### config.mk
export PLATFORM = sky130hd
export DESIGN_NAME = ues_endpoint_status
export DESIGN_NICKNAME = d
export VERILOG_FILES = /design/src/ues_pkg.sv /design/src/ues_endpoint_status.sv
export VERILOG_INCLUDE_DIRS = /design/src
export SDC_FILE = /design/constraint.sdc
export NUM_CORES = 1
export LEC_CHECK = 0
export ABC_CLOCK_PERIOD_IN_PS = 3600
export BUFFER_PORTS_ARGS = -buffer_cell sky130_fd_sc_hd__buf_2
export CORE_MARGIN = 1.5
export CORE_UTILIZATION = 40
export CTS_CLUSTER_DIAMETER = 100
export DETAILED_ROUTE_END_ITERATION = 16
export PLACE_DENSITY = 0.64
export SLEW_MARGIN = 20
export SYNTH_ARGS = -nofsm -noshare
export SYNTH_HDL_FRONTEND = slang
export SYNTH_SLANG_ARGS = --single-unit
### constraint.sdc
create_clock -name I_REF_CLK -period 3.6 [get_ports I_REF_CLK]
set_input_delay 0.18 -clock I_REF_CLK [delete_from_list [all_inputs] [get_ports I_REF_CLK]]
set_output_delay 0.18 -clock I_REF_CLK [all_outputs]
set_load 0.1 [all_outputs]
### src/ues_params.svh
`ifndef UES_PARAMS_SVH
`define UES_PARAMS_SVH

// Register word offsets (byte addresses).
`define UES_OFF_STATUS 8'h00
`define UES_OFF_CLEAR 8'h04
`define UES_OFF_SET 8'h08
`define UES_OFF_RESET 8'h0c
`define UES_OFF_DISABLE 8'h10
`define UES_OFF_CONFIG 8'h14
`define UES_OFF_NEXT_DESC 8'h18
`define UES_OFF_DMA_CTRL 8'h1c
`define UES_OFF_DMA_BUF 8'h20

// Status, clear and set bit positions.
`define UES_B_SHORT 31
`define UES_B_CNT_LO 20
`define UES_B_CNT_HI 30
`define UES_B_BUSY_LO 18
`define UES_B_BUSY_HI 19
`define UES_B_BANK_LO 16
`define UES_B_BANK_HI 17
`define UES_B_NAK_OUT 15
`define UES_B_NAK_IN 14
`define UES_B_STALL 13
`define UES_B_SETUP 12
`define UES_B_TXRDY 11
`define UES_B_RXRDY 9
`define UES_B_FSTALL 5

// Config fields.
`define UES_C_TYPE_LO 0
`define UES_C_TYPE_HI 1
`define UES_C_DIR_IN 2
`define UES_C_BANKS_LO 4
`define UES_C_BANKS_HI 5
`define UES_C_NBTR_LO 6
`define UES_C_NBTR_HI 7
`define UES_C_SIZE_LO 16
`define UES_C_SIZE_HI 26
`define UES_CONFIG_RESET 32'h0000_0010

// Descriptor layout.
`define UES_DESC_OFF_NEXT 32'h0000_0000
`define UES_DESC_OFF_BUF 32'h0000_0004
`define UES_DESC_OFF_CTRL 32'h0000_0008
`define UES_DESC_ALIGN_MASK 32'hffff_fff0
`define UES_DMA_B_LOAD 1

`define UES_CNT_W 11
`define UES_DIR_BIT 7

`endif

### src/ues_pkg.sv
package ues_pkg;
    typedef enum logic [1:0]
    {
        UES_EP_CTRL,
        UES_EP_ISO,
        UES_EP_BULK,
        UES_EP_INTR
    } ues_ep_type_t;

    typedef enum
    {
        UES_D_IDLE,
        UES_D_REQ,
        UES_D_WAIT
    } ues_desc_state_t;

    typedef logic [1:0] ues_word_idx_t;
endpackage

### src/ues_endpoint_status.sv
`include "ues_params.svh"

module ues_endpoint_status
(
    input wire logic I_REF_CLK,
    input wire logic I_RESET_N,
    input wire logic [7:0] I_ADDR,
    input wire logic [31:0] I_WDATA,
    input wire logic I_WR,
    input wire logic I_RD,
    output logic [31:0] O_RDATA,
    input wire logic I_SETUP_OK,
    input wire logic [7:0] I_SETUP_BYTE0,
    input wire logic I_OUT_STORED,
    input wire logic [`UES_CNT_W-1:0] I_OUT_BYTES,
    input wire logic I_OUT_CRC_ERR,
    input wire logic I_OUT_TOGGLE_ERR,
    input wire logic I_OUT_DROPPED,
    input wire logic I_IN_MISSED,
    input wire logic I_IN_SENT,
    input wire logic I_STALL_SENT,
    input wire logic I_NAK_IN,
    input wire logic I_NAK_OUT,
    input wire logic I_UFRAME_END,
    input wire logic I_FW_WRITE,
    input wire logic I_FW_READ,
    input wire logic I_PKT_REQ,
    output logic O_FORCE_STALL,
    output logic O_DESC_RD,
    output logic [31:0] O_DESC_ADDR,
    input wire logic I_DESC_RVALID,
    input wire logic [31:0] I_DESC_RDATA,
    output logic [31:0] O_DMA_CTRL
);
    import ues_pkg::*;

    logic [31:0] config_reg, config_next, rdata_reg, rdata_next, nxt_dsc_reg, nxt_dsc_next;
    logic [31:0] dma_buf_reg, dma_buf_next, dma_ctrl_reg, dma_ctrl_next, fetch_base_reg, fetch_base_next;
    logic [`UES_CNT_W-1:0] bank_cnt_reg [3];
    logic [`UES_CNT_W-1:0] bank_cnt_next [3];
    logic [`UES_CNT_W-1:0] byte_cnt_reg, byte_cnt_next;
    logic [2:0] bank_bad_reg, bank_bad_next;
    logic [1:0] cur_bank_reg, cur_bank_next, wr_bank_reg, wr_bank_next, busy_reg, busy_next;
    logic [1:0] valid_cnt_reg, valid_cnt_next;
    logic short_reg, short_next, ctrl_dir_reg, ctrl_dir_next, fstall_reg, fstall_next;
    logic setup_reg, setup_next, eflow_reg, eflow_next, stall_reg, stall_next, crc_reg, crc_next;
    logic nbtra_reg, nbtra_next, nak_in_reg, nak_in_next, flush_reg, flush_next, nak_out_reg, nak_out_next;
    logic sent_any_reg, sent_any_next;
    ues_desc_state_t dstate_reg, dstate_next;
    ues_word_idx_t widx_reg, widx_next;

    ues_ep_type_t ep_type;
    logic ep_in, is_iso, hb_iso, ep_clr;
    logic wr_clr, wr_set, rx_release, tx_validate;
    logic [1:0] banks;
    logic [31:0] status;

    function automatic logic [1:0] bank_inc(input logic [1:0] b, input logic [1:0] n);
        bank_inc = (b >= n - 2'h1) ? 2'h0 : b + 2'h1;
    endfunction

    always_comb
    begin
        ep_type = ues_ep_type_t'(config_reg[`UES_C_TYPE_HI:`UES_C_TYPE_LO]);
        ep_in = config_reg[`UES_C_DIR_IN];
        is_iso = (ep_type == UES_EP_ISO);
        hb_iso = is_iso && (config_reg[`UES_C_NBTR_HI:`UES_C_NBTR_LO] > 2'h1);
        banks = (config_reg[`UES_C_BANKS_HI:`UES_C_BANKS_LO] == 2'h0) ? 2'h1
              : config_reg[`UES_C_BANKS_HI:`UES_C_BANKS_LO];
        ep_clr = I_WR && ((I_ADDR == `UES_OFF_RESET) || (I_ADDR == `UES_OFF_DISABLE)) && I_WDATA[0];
        wr_clr = I_WR && (I_ADDR == `UES_OFF_CLEAR);
        wr_set = I_WR && (I_ADDR == `UES_OFF_SET);
        // A release on an empty OUT endpoint has nothing to switch to and is ignored.
        rx_release = wr_clr && I_WDATA[`UES_B_RXRDY] && !ep_in && (busy_reg != 2'h0);
        // Validation with all banks full is refused so the bank count never wraps.
        tx_validate = wr_set && I_WDATA[`UES_B_TXRDY] && ep_in && (busy_reg < banks);
    end

    always_comb
    begin
        status = 32'h0;
        status[`UES_B_SHORT] = short_reg;
        status[`UES_B_CNT_HI:`UES_B_CNT_LO] = byte_cnt_reg;
        status[`UES_B_BUSY_HI:`UES_B_BUSY_LO] = busy_reg;
        status[`UES_B_BANK_HI:`UES_B_BANK_LO] = (ep_type == UES_EP_CTRL) ? {1'b0, ctrl_dir_reg} : cur_bank_reg;
        status[`UES_B_NAK_OUT] = nak_out_reg;
        status[`UES_B_NAK_IN] = (hb_iso && ep_in) ? flush_reg : nak_in_reg;
        status[`UES_B_STALL] = !is_iso ? stall_reg : (ep_in ? nbtra_reg : crc_reg);
        status[`UES_B_SETUP] = is_iso ? eflow_reg : setup_reg;
        status[`UES_B_TXRDY] = (hb_iso && !ep_in) ? (bank_bad_reg[cur_bank_reg] && (busy_reg != 2'h0))
                             : (ep_in && (busy_reg != 2'h0));
        status[`UES_B_RXRDY] = !ep_in && (busy_reg != 2'h0);
        status[`UES_B_FSTALL] = fstall_reg;
    end

    always_comb
    begin
        config_next = config_reg;
        bank_cnt_next = bank_cnt_reg;
        bank_bad_next = bank_bad_reg;
        cur_bank_next = cur_bank_reg;
        wr_bank_next = wr_bank_reg;
        busy_next = busy_reg;
        byte_cnt_next = byte_cnt_reg;
        short_next = short_reg;
        ctrl_dir_next = ctrl_dir_reg;
        fstall_next = fstall_reg;
        setup_next = setup_reg;
        eflow_next = eflow_reg;
        stall_next = stall_reg;
        crc_next = crc_reg;
        nbtra_next = nbtra_reg;
        nak_in_next = nak_in_reg;
        flush_next = flush_reg;
        nak_out_next = nak_out_reg;
        valid_cnt_next = valid_cnt_reg;
        sent_any_next = sent_any_reg;
        nxt_dsc_next = nxt_dsc_reg;
        dma_buf_next = dma_buf_reg;
        dma_ctrl_next = dma_ctrl_reg;
        fetch_base_next = fetch_base_reg;
        dstate_next = dstate_reg;
        widx_next = widx_reg;
        rdata_next = 32'h0;

        // Software clears first; hardware events below override, so a set is lost only to an endpoint reset or disable, or a force-stall set to a SETUP.
        if (wr_clr)
        begin
            if (I_WDATA[`UES_B_SETUP])
            begin
                setup_next = 1'b0;
                eflow_next = 1'b0;
            end
            if (I_WDATA[`UES_B_STALL])
            begin
                stall_next = 1'b0;
                nbtra_next = 1'b0;
            end
            if (I_WDATA[`UES_B_NAK_IN])
            begin
                nak_in_next = 1'b0;
                flush_next = 1'b0;
            end
            if (I_WDATA[`UES_B_NAK_OUT])
                nak_out_next = 1'b0;
            if (I_WDATA[`UES_B_FSTALL])
                fstall_next = 1'b0;
        end
        if (wr_set && I_WDATA[`UES_B_FSTALL])
            fstall_next = 1'b1;
        if (I_WR && (I_ADDR == `UES_OFF_CONFIG))
            config_next = I_WDATA;
        if (I_WR && (I_ADDR == `UES_OFF_NEXT_DESC))
            nxt_dsc_next = I_WDATA & `UES_DESC_ALIGN_MASK;
        if (I_WR && (I_ADDR == `UES_OFF_DMA_CTRL))
            dma_ctrl_next = I_WDATA;
        if (I_WR && (I_ADDR == `UES_OFF_DMA_BUF))
            dma_buf_next = I_WDATA;

        // Firmware data port moves the live byte count.
        if (I_FW_WRITE && ep_in)
            byte_cnt_next = byte_cnt_reg + `UES_CNT_W'(1);
        else if (I_FW_READ && !ep_in && (byte_cnt_reg != `UES_CNT_W'(0)))
            byte_cnt_next = byte_cnt_reg - `UES_CNT_W'(1);

        // IN: firmware validates the bank it filled and moves to the next one.
        if (tx_validate)
        begin
            bank_cnt_next[cur_bank_reg] = byte_cnt_reg;
            cur_bank_next = bank_inc(cur_bank_reg, banks);
            byte_cnt_next = `UES_CNT_W'(0);
            // Saturates so that many refills in one microframe never wrap back below the target.
            valid_cnt_next = (valid_cnt_reg == 2'h3) ? 2'h3 : valid_cnt_reg + 2'h1;
        end
        if (I_IN_SENT && ep_in && (busy_reg != 2'h0))
            sent_any_next = 1'b1;
        busy_next = busy_reg + {1'b0, tx_validate} - {1'b0, I_IN_SENT && ep_in && (busy_reg != 2'h0)};

        // OUT: host stores banks in order, firmware releases them in order.
        if (rx_release)
        begin
            bank_bad_next[cur_bank_reg] = 1'b0;
            cur_bank_next = bank_inc(cur_bank_reg, banks);
            byte_cnt_next = bank_cnt_reg[bank_inc(cur_bank_reg, banks)];
            short_next = (bank_cnt_reg[bank_inc(cur_bank_reg, banks)]
                         < config_reg[`UES_C_SIZE_HI:`UES_C_SIZE_LO]) && (busy_reg > 2'h1);
        end
        if (I_OUT_STORED && !ep_in && (busy_reg < banks))
        begin
            bank_cnt_next[wr_bank_reg] = I_OUT_BYTES;
            bank_bad_next[wr_bank_reg] = hb_iso && I_OUT_TOGGLE_ERR;
            wr_bank_next = bank_inc(wr_bank_reg, banks);
            if (busy_reg == 2'h0 || (rx_release && busy_reg == 2'h1))
            begin
                byte_cnt_next = I_OUT_BYTES;
                short_next = I_OUT_BYTES < config_reg[`UES_C_SIZE_HI:`UES_C_SIZE_LO];
            end
            if (is_iso)
                crc_next = I_OUT_CRC_ERR;
        end
        if (!ep_in)
        begin
            busy_next = busy_reg + {1'b0, I_OUT_STORED && (busy_reg < banks)}
                      - {1'b0, rx_release};
        end

        // Hardware event flags.
        if (I_SETUP_OK && ep_type == UES_EP_CTRL)
        begin
            setup_next = 1'b1;
            ctrl_dir_next = I_SETUP_BYTE0[`UES_DIR_BIT];
            fstall_next = 1'b0;
        end
        if (is_iso && (I_IN_MISSED || I_OUT_DROPPED || (I_OUT_STORED && !ep_in && busy_reg >= banks)))
            eflow_next = 1'b1;
        if (I_STALL_SENT && !is_iso && fstall_reg)
            stall_next = 1'b1;
        if (I_NAK_IN)
            nak_in_next = 1'b1;
        if (I_NAK_OUT)
            nak_out_next = 1'b1;

        // Microframe boundary for high-bandwidth iso IN.
        if (I_UFRAME_END)
        begin
            valid_cnt_next = 2'h0;
            sent_any_next = 1'b0;
            if (hb_iso && ep_in)
            begin
                if (sent_any_reg && valid_cnt_reg < config_reg[`UES_C_NBTR_HI:`UES_C_NBTR_LO])
                    nbtra_next = 1'b1;
                if (busy_next != 2'h0)
                begin
                    flush_next = 1'b1;
                    busy_next = 2'h0;
                    cur_bank_next = 2'h0;
                end
            end
        end

        // Descriptor fetch: three consecutive words from the aligned pointer.
        unique case (dstate_reg)
            UES_D_IDLE:
            begin
                if (dma_ctrl_reg[`UES_DMA_B_LOAD] && I_PKT_REQ)
                begin
                    dstate_next = UES_D_REQ;
                    widx_next = 2'h0;
                    // Word 0 rewrites the pointer, so later words must use the base held here.
                    fetch_base_next = nxt_dsc_reg;
                end
            end
            UES_D_REQ: dstate_next = UES_D_WAIT;
            UES_D_WAIT:
            begin
                if (I_DESC_RVALID)
                begin
                    unique case (widx_reg)
                        2'h0: nxt_dsc_next = I_DESC_RDATA & `UES_DESC_ALIGN_MASK;
                        2'h1: dma_buf_next = I_DESC_RDATA;
                        default: dma_ctrl_next = I_DESC_RDATA;
                    endcase
                    widx_next = widx_reg + 2'h1;
                    dstate_next = (widx_reg == 2'h2) ? UES_D_IDLE : UES_D_REQ;
                end
            end
        endcase

        // Reset or disable wipes endpoint state except the force-stall and control-direction bits and the per-bank byte counts, overriding every other event on it.
        if (ep_clr)
        begin
            bank_bad_next = 3'h0;
            cur_bank_next = 2'h0;
            wr_bank_next = 2'h0;
            busy_next = 2'h0;
            byte_cnt_next = `UES_CNT_W'(0);
            short_next = 1'b0;
            setup_next = 1'b0;
            eflow_next = 1'b0;
            stall_next = 1'b0;
            crc_next = 1'b0;
            nbtra_next = 1'b0;
            nak_in_next = 1'b0;
            flush_next = 1'b0;
            nak_out_next = 1'b0;
            valid_cnt_next = 2'h0;
            sent_any_next = 1'b0;
        end

        // Read mux; the status word has no write decode at all.
        if (I_RD)
        begin
            unique case (I_ADDR)
                `UES_OFF_STATUS: rdata_next = status;
                `UES_OFF_CONFIG: rdata_next = config_reg;
                `UES_OFF_NEXT_DESC: rdata_next = nxt_dsc_reg;
                `UES_OFF_DMA_CTRL: rdata_next = dma_ctrl_reg;
                `UES_OFF_DMA_BUF: rdata_next = dma_buf_reg;
                default: rdata_next = 32'h0;
            endcase
        end
    end

    always_ff @(posedge I_REF_CLK or negedge I_RESET_N)
    begin
        if (!I_RESET_N)
        begin
            config_reg <= `UES_CONFIG_RESET;
            bank_cnt_reg <= '{default: '0};
            bank_bad_reg <= 3'h0;
            cur_bank_reg <= 2'h0;
            wr_bank_reg <= 2'h0;
            busy_reg <= 2'h0;
            byte_cnt_reg <= '0;
            short_reg <= 1'b0;
            ctrl_dir_reg <= 1'b0;
            fstall_reg <= 1'b0;
            setup_reg <= 1'b0;
            eflow_reg <= 1'b0;
            stall_reg <= 1'b0;
            crc_reg <= 1'b0;
            nbtra_reg <= 1'b0;
            nak_in_reg <= 1'b0;
            flush_reg <= 1'b0;
            nak_out_reg <= 1'b0;
            valid_cnt_reg <= 2'h0;
            sent_any_reg <= 1'b0;
            rdata_reg <= 32'h0;
            nxt_dsc_reg <= 32'h0;
            dma_buf_reg <= 32'h0;
            dma_ctrl_reg <= 32'h0;
            fetch_base_reg <= 32'h0;
            dstate_reg <= UES_D_IDLE;
            widx_reg <= 2'h0;
        end
        else
        begin
            config_reg <= config_next;
            bank_cnt_reg <= bank_cnt_next;
            bank_bad_reg <= bank_bad_next;
            cur_bank_reg <= cur_bank_next;
            wr_bank_reg <= wr_bank_next;
            busy_reg <= busy_next;
            byte_cnt_reg <= byte_cnt_next;
            short_reg <= short_next;
            ctrl_dir_reg <= ctrl_dir_next;
            fstall_reg <= fstall_next;
            setup_reg <= setup_next;
            eflow_reg <= eflow_next;
            stall_reg <= stall_next;
            crc_reg <= crc_next;
            nbtra_reg <= nbtra_next;
            nak_in_reg <= nak_in_next;
            flush_reg <= flush_next;
            nak_out_reg <= nak_out_next;
            valid_cnt_reg <= valid_cnt_next;
            sent_any_reg <= sent_any_next;
            rdata_reg <= rdata_next;
            nxt_dsc_reg <= nxt_dsc_next;
            dma_buf_reg <= dma_buf_next;
            dma_ctrl_reg <= dma_ctrl_next;
            fetch_base_reg <= fetch_base_next;
            dstate_reg <= dstate_next;
            widx_reg <= widx_next;
        end
    end

    assign O_RDATA = rdata_reg;
    assign O_FORCE_STALL = fstall_reg;
    assign O_DESC_RD = (dstate_reg == UES_D_REQ);
    assign O_DESC_ADDR = fetch_base_reg + {28'h0, widx_reg, 2'b00};
    assign O_DMA_CTRL = dma_ctrl_reg;
endmodule // ues_endpoint_status

### After elaboration in Yosys (flattened, before gate mapping)

Index checks and enable logic that the tools add are counted.

* mux-type cells: 119
* $lt $le $gt $ge: 18
* equal/unequal tests: 18
* $add $sub $neg: 12
* bitwise operators: 5
* reduce and logical (&&, ||, !) cells: 86

Operator list (count)
* 32-bit two-way mux: 15
* 32-bit one-hot mux with 5 select lines: 1
* 11-bit two-way mux: 11
* 32-bit one-hot mux with 3 select lines: 1
* 33-bit bitwise mux: 2
* 33-bit two-way mux: 2
* 32-bit by 2-bit == test with 1-bit output (second input constant): 2
* 1-bit two-way mux: 53
* 2-bit two-way mux: 23
* 11-bit demux with 2-bit select: 2
* 1-bit logical AND: 43
* 3-bit nonzero test: 14
* 32-bit by 4-bit adder with 32-bit output: 1
* 32-bit by 1-bit == test with 1-bit output (second input constant): 1
* 8-bit by 5-bit == test with 1-bit output (second input constant): 4
* 32-bit logical NOT: 1
* 11-bit binary-select mux with 2-bit select: 1
* 11-bit less-than comparator: 2
* 2-bit AND reduction: 9
* 8-bit by 4-bit == test with 1-bit output (second input constant): 2
* 11-bit by 1-bit adder with 11-bit output (second input constant): 1
* 11-bit nonzero test: 1
* 11-bit by 1-bit subtractor with 11-bit output (second input constant): 1
* 2-bit nonzero test: 5
* other kinds (30): 60

* output and inout port bits: 98
* logic and storage cells: 287
* register bits after elaboration: 293

### Longest topological paths before layout

* depth after elaboration: 15
* gate-level depth with buffers: 16
* gate-level depth less buffers: 15

### Worst setup path before layout

OpenSTA, ideal clock, no wires.

* kind: reg-to-output
* start point: register widx_reg[0]
* end point: output O_DESC_ADDR[28]
* path slack: -0.284 ns
* arrival: 3.704 ns
* cell stages (with the launch flop): 9
* buffers on the path: 1
* cells stage by stage: dfrtp_1 > ha_1 > inv_1 > fa_1 > nor3_1 > or3b_2 > clkbuf_1 > nor3_1 > xor2_1

* longest elaborated chain between the ends: 1

Ends and longest elaborated chain
* from (decl): line ues_endpoint_status.sv:50 `ues_word_idx_t widx_reg, widx_next;`
* from (signal assigned): line ues_endpoint_status.sv:364 `widx_reg <= widx_next;`
* 32-bit by 4-bit adder with 32-bit output: line ues_endpoint_status.sv:371 `assign O_DESC_ADDR = fetch_base_reg + {28'h0, widx_reg, 2'b00};`
* to (decl): line ues_endpoint_status.sv:30 `output logic [31:0] O_DESC_ADDR,`

No other way between the ends.

### Worst setup path in the final report

* start point: register config_reg[4]
* end point: register short_reg

* longest elaborated chain between the ends: 15
* elaborated cells on any way between the ends: 17
* those cells by class: 1 x add/sub; 3 x order compare; 9 x mux; 1 x bitwise; 3 x reduce/logical

Ends and longest elaborated chain
* from (decl): line ues_endpoint_status.sv:37 `logic [31:0] config_reg, config_next, rdata_reg, rdata_next, nxt_dsc_reg, nxt_dsc_next;`
* from (signal assigned): line ues_endpoint_status.sv:308 `` config_reg <= `UES_CONFIG_RESET; ``
* from (signal assigned): line ues_endpoint_status.sv:338 `config_reg <= config_next;`
* 2-bit logical NOT: line ues_endpoint_status.sv:68 `` banks = (config_reg[`UES_C_BANKS_HI:`UES_C_BANKS_LO] == 2'h0) ? 2'h1 ``
* 2-bit two-way mux *: line ues_endpoint_status.sv:68
* 2-bit by 1-bit subtractor with 2-bit output: line ues_endpoint_status.sv:59 `bank_inc = (b >= n - 2'h1) ? 2'h0 : b + 2'h1;`
* 2-bit >= comparator: line ues_endpoint_status.sv:59
* 2-bit two-way mux: line ues_endpoint_status.sv:59
* 2-bit inverter with 3-bit output (implied by the code): line ues_endpoint_status.sv:185 `short_next = (bank_cnt_reg[bank_inc(cur_bank_reg, banks)]`
* 11-bit binary-select mux with 2-bit select: line ues_endpoint_status.sv:185
* 11-bit two-way mux (implied by the code) (2 in a row): line ues_endpoint_status.sv:185
* 11-bit less-than comparator: line ues_endpoint_status.sv:185
* 1-bit logical AND: line ues_endpoint_status.sv:185
* 1-bit two-way mux: line ues_endpoint_status.sv:180 `if (rx_release)`
* 1-bit two-way mux: line ues_endpoint_status.sv:193 `if (busy_reg == 2'h0 || (rx_release && busy_reg == 2'h1))`
* 1-bit two-way mux *: line ues_endpoint_status.sv:188 `if (I_OUT_STORED && !ep_in && (busy_reg < banks))`
* 1-bit two-way mux *: line ues_endpoint_status.sv:270 `if (ep_clr)`
* net short_next: line ues_endpoint_status.sv:45 `logic short_reg, short_next, ctrl_dir_reg, ctrl_dir_next, fstall_reg, fstall_next;`
* to (signal assigned): line ues_endpoint_status.sv:345 `short_reg <= short_next;`
* to (decl): line ues_endpoint_status.sv:45

Mark *: on every way through the listed nets, which the timed path passes. The rest lies on a longest branch. The select of a mux whose other input is x is not followed.
A chain may end at the register's enable or synchronous reset.

==> results <==
- TritonCTS built the clock tree.
- The count of nets after finishing is about 1900.
- Summed over all cells, the static leakage comes to 0.00889 uW.
- The met2 wire length is 21800 um.
- In this run the clock root is driven by a sky130_fd_sc_hd__clkbuf_16.
- In this run the worst setup path begins at config_reg[4]$_DFFE_PN1P_.
- The routability congestion estimate from global placement is 0.867.
- The floorplan row count is 68.
- The first global-routing pass estimated 70700 um of wire.
- Counting along the longest clock path gives a buffer depth of 3.
- After detailed routing, the wire length on met1 is 19600 um.
- The routed length on met3 is 2920 um.
- The number of flip-flops in the largest register is 33.
- Each instance of the synthesized netlist takes up on average 9.91 sq um.
- Of the cells placed in the final design, the portion with a size suffix greater than 1 is approximately 22%.
- Power spread over the standard cell area amounts to ~730 nW/um^2.
- Synthesis produced 1422 cells.
- The dominant register cell in the synthesized netlist is sky130_fd_sc_hd__dfrtp_1.
- The required time of the worst setup path is 4050 ps.
- Relative to the synthesized area, the layout overhead comes to 28.1%.
- The time the final worst path needs with I/O delays and setup is 3480 ps.
- Global routing used 25.1% of the available tracks across all layers.
- The sink of the worst hold path is bank_bad_reg[0]$_DFF_PN0_.
- The HPWL after detailed placement is 31800 um.
- The TritonCTS buffer count is 29.
- The final hold violation count is 0.
- After global routing the overflow that remains totals 0.
- The maximum vdd drop is 698 uV.
- The overall die area is 36400 sq um.
- Once detail routing completed, the nets flagged for antenna violations numbered 0.
- In this run the critical register-to-register path is captured at short_reg$_DFF_PN0_.
- The max-cap violation count is 0.
- The pin count of the biggest net entering global routing is 94.
- In the synthesized netlist the async set-or-reset flop fraction comes to 100%.
- The initial cell density of the core is 40.7%.
- In this run the count of I/O pins placed on the die edge is 208.
- The total of flip-flops plus latches after synthesis is 263.
- The detailed router placed 12300 vias in this run.
- The via count of the first global-routing pass is approximately 12000.
- Setup violations remaining at the end of the flow were counted as 0.
- The die is 191 um wide.
- The startpoint of the worst-slack reg-to-reg timing path is config_reg[4]$_DFFE_PN1P_.
- The worst setup path is launched from a flop.
- The synthesized cell area is 14100 sq um.
- The core region is 34600 sq um.
- The highest attainable clock frequency is 287 MHz.
- Setup repair after global routing could not meet its margin everywhere.
- The critical path is of the flop to flop type.
- The worst-path maximum fanout is 7.
- The total detailed-routing wirelength is 45700 um.
- In the final routed layout, each cell accounts on average for 20.9 um.
- Counting every net in the synthesized netlist gives 1575.
- After clock tree synthesis, the clock-pin slew on the worst setup and hold paths is 60 ps.
- The endpoint kind of the worst setup timing path is a flop.
- For the pin with the worst max-slew slack, the measured transition is slightly above 1000 ps.
- Using the TritonRoute via totals, the vias-per-cell ratio works out to 5.61.
- The detailed-routing iteration count for the pre-antenna-repair pass is 7.
- Data arrives at the worst endpoint at 3930 ps.
- The post-detailed-route DRC marker count is 0.
- The hold path startpoint is I_OUT_TOGGLE_ERR.
- The final max-slew violation count is 0.
- Measured on the finished design, the core utilization comes to 52.1%.
- The share of the yosys chip area belonging to registers is 46.7%.
- The setup slack on the worst flop-to-flop path is 120 ps.
- In this run the number of H-tree levels came out at 1.
- The flow ran to the end, and the final reports show no timing, DRC or antenna violations.
- The detailed router finished its first iteration with 952 violations.
- Excluding fillers, the count of instances in the completed layout stands at 2189.
- In this run the top signal layer used is met4.
- The die height is 191 um.
- In this run the worst hold path is classified as input pin to flop.
- The count of input and output buffers is 200.
- The cell count of the worst hold path is 4.
- The worst register-to-register path has a depth of 14.
- The post-placement cell count is between 2000 and 2500.
- The remaining max-slew budget at the tightest pin is between 30% and 40%.
- At the later pin of the worst-skew pair, clock insertion delay measures 580 ps.
- Once the clock tree was built, the setup fixing pass inserted 0 buffers.
- Between clock sinks in the finished design, the worst skew comes to approximately 29 ps.
- The count of yosys warnings during synthesis is 0.
- The final clock period utilization by the worst path is a little over nine tenths.
- Yosys mapped a number of flops with a built-in enable equal to 0.
- The synthesized netlist contains ~70 unique library cells.
- The initial antenna violation count was 2.
- The clock net in this run drives a total of around 260 sinks.
through the flow:
stage	cell area, sq um	worst slack, ps	total power, uW	hold slack (ps)	setup TNS, ps
after floorplan	14100	-234	8170	-116	-234
after global placement	15700	59.2	9370	277	0
after detailed placement	15700	5.74	9470	292	0
after CTS	18000	5.01	13200	77.1	0
after global routing	18100	-26.4	13800	111	-26.4
final	18100	117	13100	91.6	0
synth_stat cells (11+ instances only):
| cell | count | area share, % |
|---|---|---|
| sky130_fd_sc_hd__dfrtp_1 | 262 | 47 |
| sky130_fd_sc_hd__nand2_1 | 141 | 3.8 |
| sky130_fd_sc_hd__mux2i_1 | 132 | 9.4 |
| sky130_fd_sc_hd__a21oi_1 | 122 | 4.3 |
| sky130_fd_sc_hd__nor2_1 | 111 | 3.0 |
| sky130_fd_sc_hd__o21ai_0 | 99 | 3.5 |
| sky130_fd_sc_hd__clkbuf_1 | 78 | 2.1 |
| sky130_fd_sc_hd__mux2_2 | 64 | 5.1 |
| sky130_fd_sc_hd__a22oi_1 | 56 | 3.0 |
| sky130_fd_sc_hd__ha_1 | 42 | 3.7 |
| sky130_fd_sc_hd__inv_1 | 37 | 0.99 |
| sky130_fd_sc_hd__xnor2_1 | 25 | 1.6 |
| sky130_fd_sc_hd__nor3_1 | 23 | 0.82 |
| sky130_fd_sc_hd__a222oi_1 | 18 | 1.3 |
| sky130_fd_sc_hd__nand3_1 | 15 | 0.53 |
| sky130_fd_sc_hd__xor2_1 | 13 | 0.81 |
| sky130_fd_sc_hd__and3_1 | 11 | 0.49 |
logic make-up (layout without fill, tap and decap cells):
kind of cell / after synthesis / after routing / synth area share, %
compound gates: 360 / 360 / 15.9
mux: 196 / 196 / 14.5
other cells: 0 / 2 / 0
xor+xnor: 38 / 38 / 2.36
fa+ha+maj: 45 / 45 / 4.01
flops: 263 / 263 / 46.7
simple gates: 384 / 384 / 12.7
buf+inv: 136 / 446 / 3.81
worst max-delay path: stages, from the launching register on:
cell and delay, ps:
sky130_fd_sc_hd__dfstp_2 520, sky130_fd_sc_hd__nand2b_1 120, sky130_fd_sc_hd__inv_1 60, sky130_fd_sc_hd__ha_1 280, sky130_fd_sc_hd__nand2b_1 160, sky130_fd_sc_hd__maj3_1 350, sky130_fd_sc_hd__or2_4 290, sky130_fd_sc_hd__a221o_1 340
sky130_fd_sc_hd__ha_1 310, sky130_fd_sc_hd__nand4_1 170, sky130_fd_sc_hd__nor3_2 240, sky130_fd_sc_hd__nor3_2 80, sky130_fd_sc_hd__a21oi_1 120, sky130_fd_sc_hd__o211ai_1 100, sky130_fd_sc_hd__o211a_1 210
per-layer routing:
metal / vias to the layer above / track usage [%]
li1: 5685 / -
met1: 6041 / 33.3
met2: 468 / 42.3
met3: 79 / 3.86
met4: 0 / 7.63
met5: - / 0
worst max-delay path by stage:
stage / endpoint / slack [ps] / cells past startpoint
floorplan: O_DESC_ADDR[22] / -230 / 7
global placement: short_reg$_DFF_PN0_ / 60 / 14
detailed placement: short_reg$_DFF_PN0_ / 6 / 14
CTS: short_reg$_DFF_PN0_ / 5 / 15
global route: short_reg$_DFF_PN0_ / -30 / 14
finish: short_reg$_DFF_PN0_ / 120 / 14
cells in the final DEF (no fill, tap or decap), types with 6 or more instances in the layout:
cell	count
sky130_fd_sc_hd__a211oi_1	6
sky130_fd_sc_hd__a21o_1	6
sky130_fd_sc_hd__a21oi_1	122
sky130_fd_sc_hd__a221oi_1	8
sky130_fd_sc_hd__a222oi_1	18
sky130_fd_sc_hd__a22oi_1	56
sky130_fd_sc_hd__and2_1	10
sky130_fd_sc_hd__and3_1	11
sky130_fd_sc_hd__buf_12	7
sky130_fd_sc_hd__buf_2	194
sky130_fd_sc_hd__buf_4	36
sky130_fd_sc_hd__bufinv_16	7
sky130_fd_sc_hd__clkbuf_16	29
sky130_fd_sc_hd__clkbuf_8	8
sky130_fd_sc_hd__dfrtp_1	262
sky130_fd_sc_hd__dlygate4sd3_1	117
sky130_fd_sc_hd__ha_1	42
sky130_fd_sc_hd__inv_1	37
sky130_fd_sc_hd__mux2_2	64
sky130_fd_sc_hd__mux2i_1	132
sky130_fd_sc_hd__nand2_1	136
sky130_fd_sc_hd__nand2_2	6
sky130_fd_sc_hd__nand2b_1	10
sky130_fd_sc_hd__nand3_1	15
sky130_fd_sc_hd__nand4_1	10
sky130_fd_sc_hd__nor2_1	108
sky130_fd_sc_hd__nor2b_1	8
sky130_fd_sc_hd__nor3_1	16
sky130_fd_sc_hd__nor3_2	7
sky130_fd_sc_hd__o21ai_0	97
sky130_fd_sc_hd__or3_1	6
sky130_fd_sc_hd__xnor2_1	25
sky130_fd_sc_hd__xor2_1	10
final cells by class:
class / count / area (sq um)
antenna: 2 / 5.00
timing repair buffer: 355 / 2570
inverter: 37 / 139
clock inverter: 15 / 279
tap: 455 / 569
sequential: 263 / 6580
multi-input combinational: 1023 / 7070
fill: 3150 / 16600
clock buffer: 39 / 843
power breakdown:
group          switching (uW)  internal [uW]
Sequential                955           3760
Combinational            3410           1550
Clock                    1300           2150
Total                    5670           7460
repair_timing:
| action | 4_1_cts | 5_1_grt |
|---|---|---|
| setup endpoints to repair | 2 | 8 |
| pin swaps | 1 | 2 |
| hold endpoints to repair | 268 | 0 |
| hold buffers | 117 | 0 |
| gates resized for setup | 1 | 10 |
(Power assumes the default switching activity.)
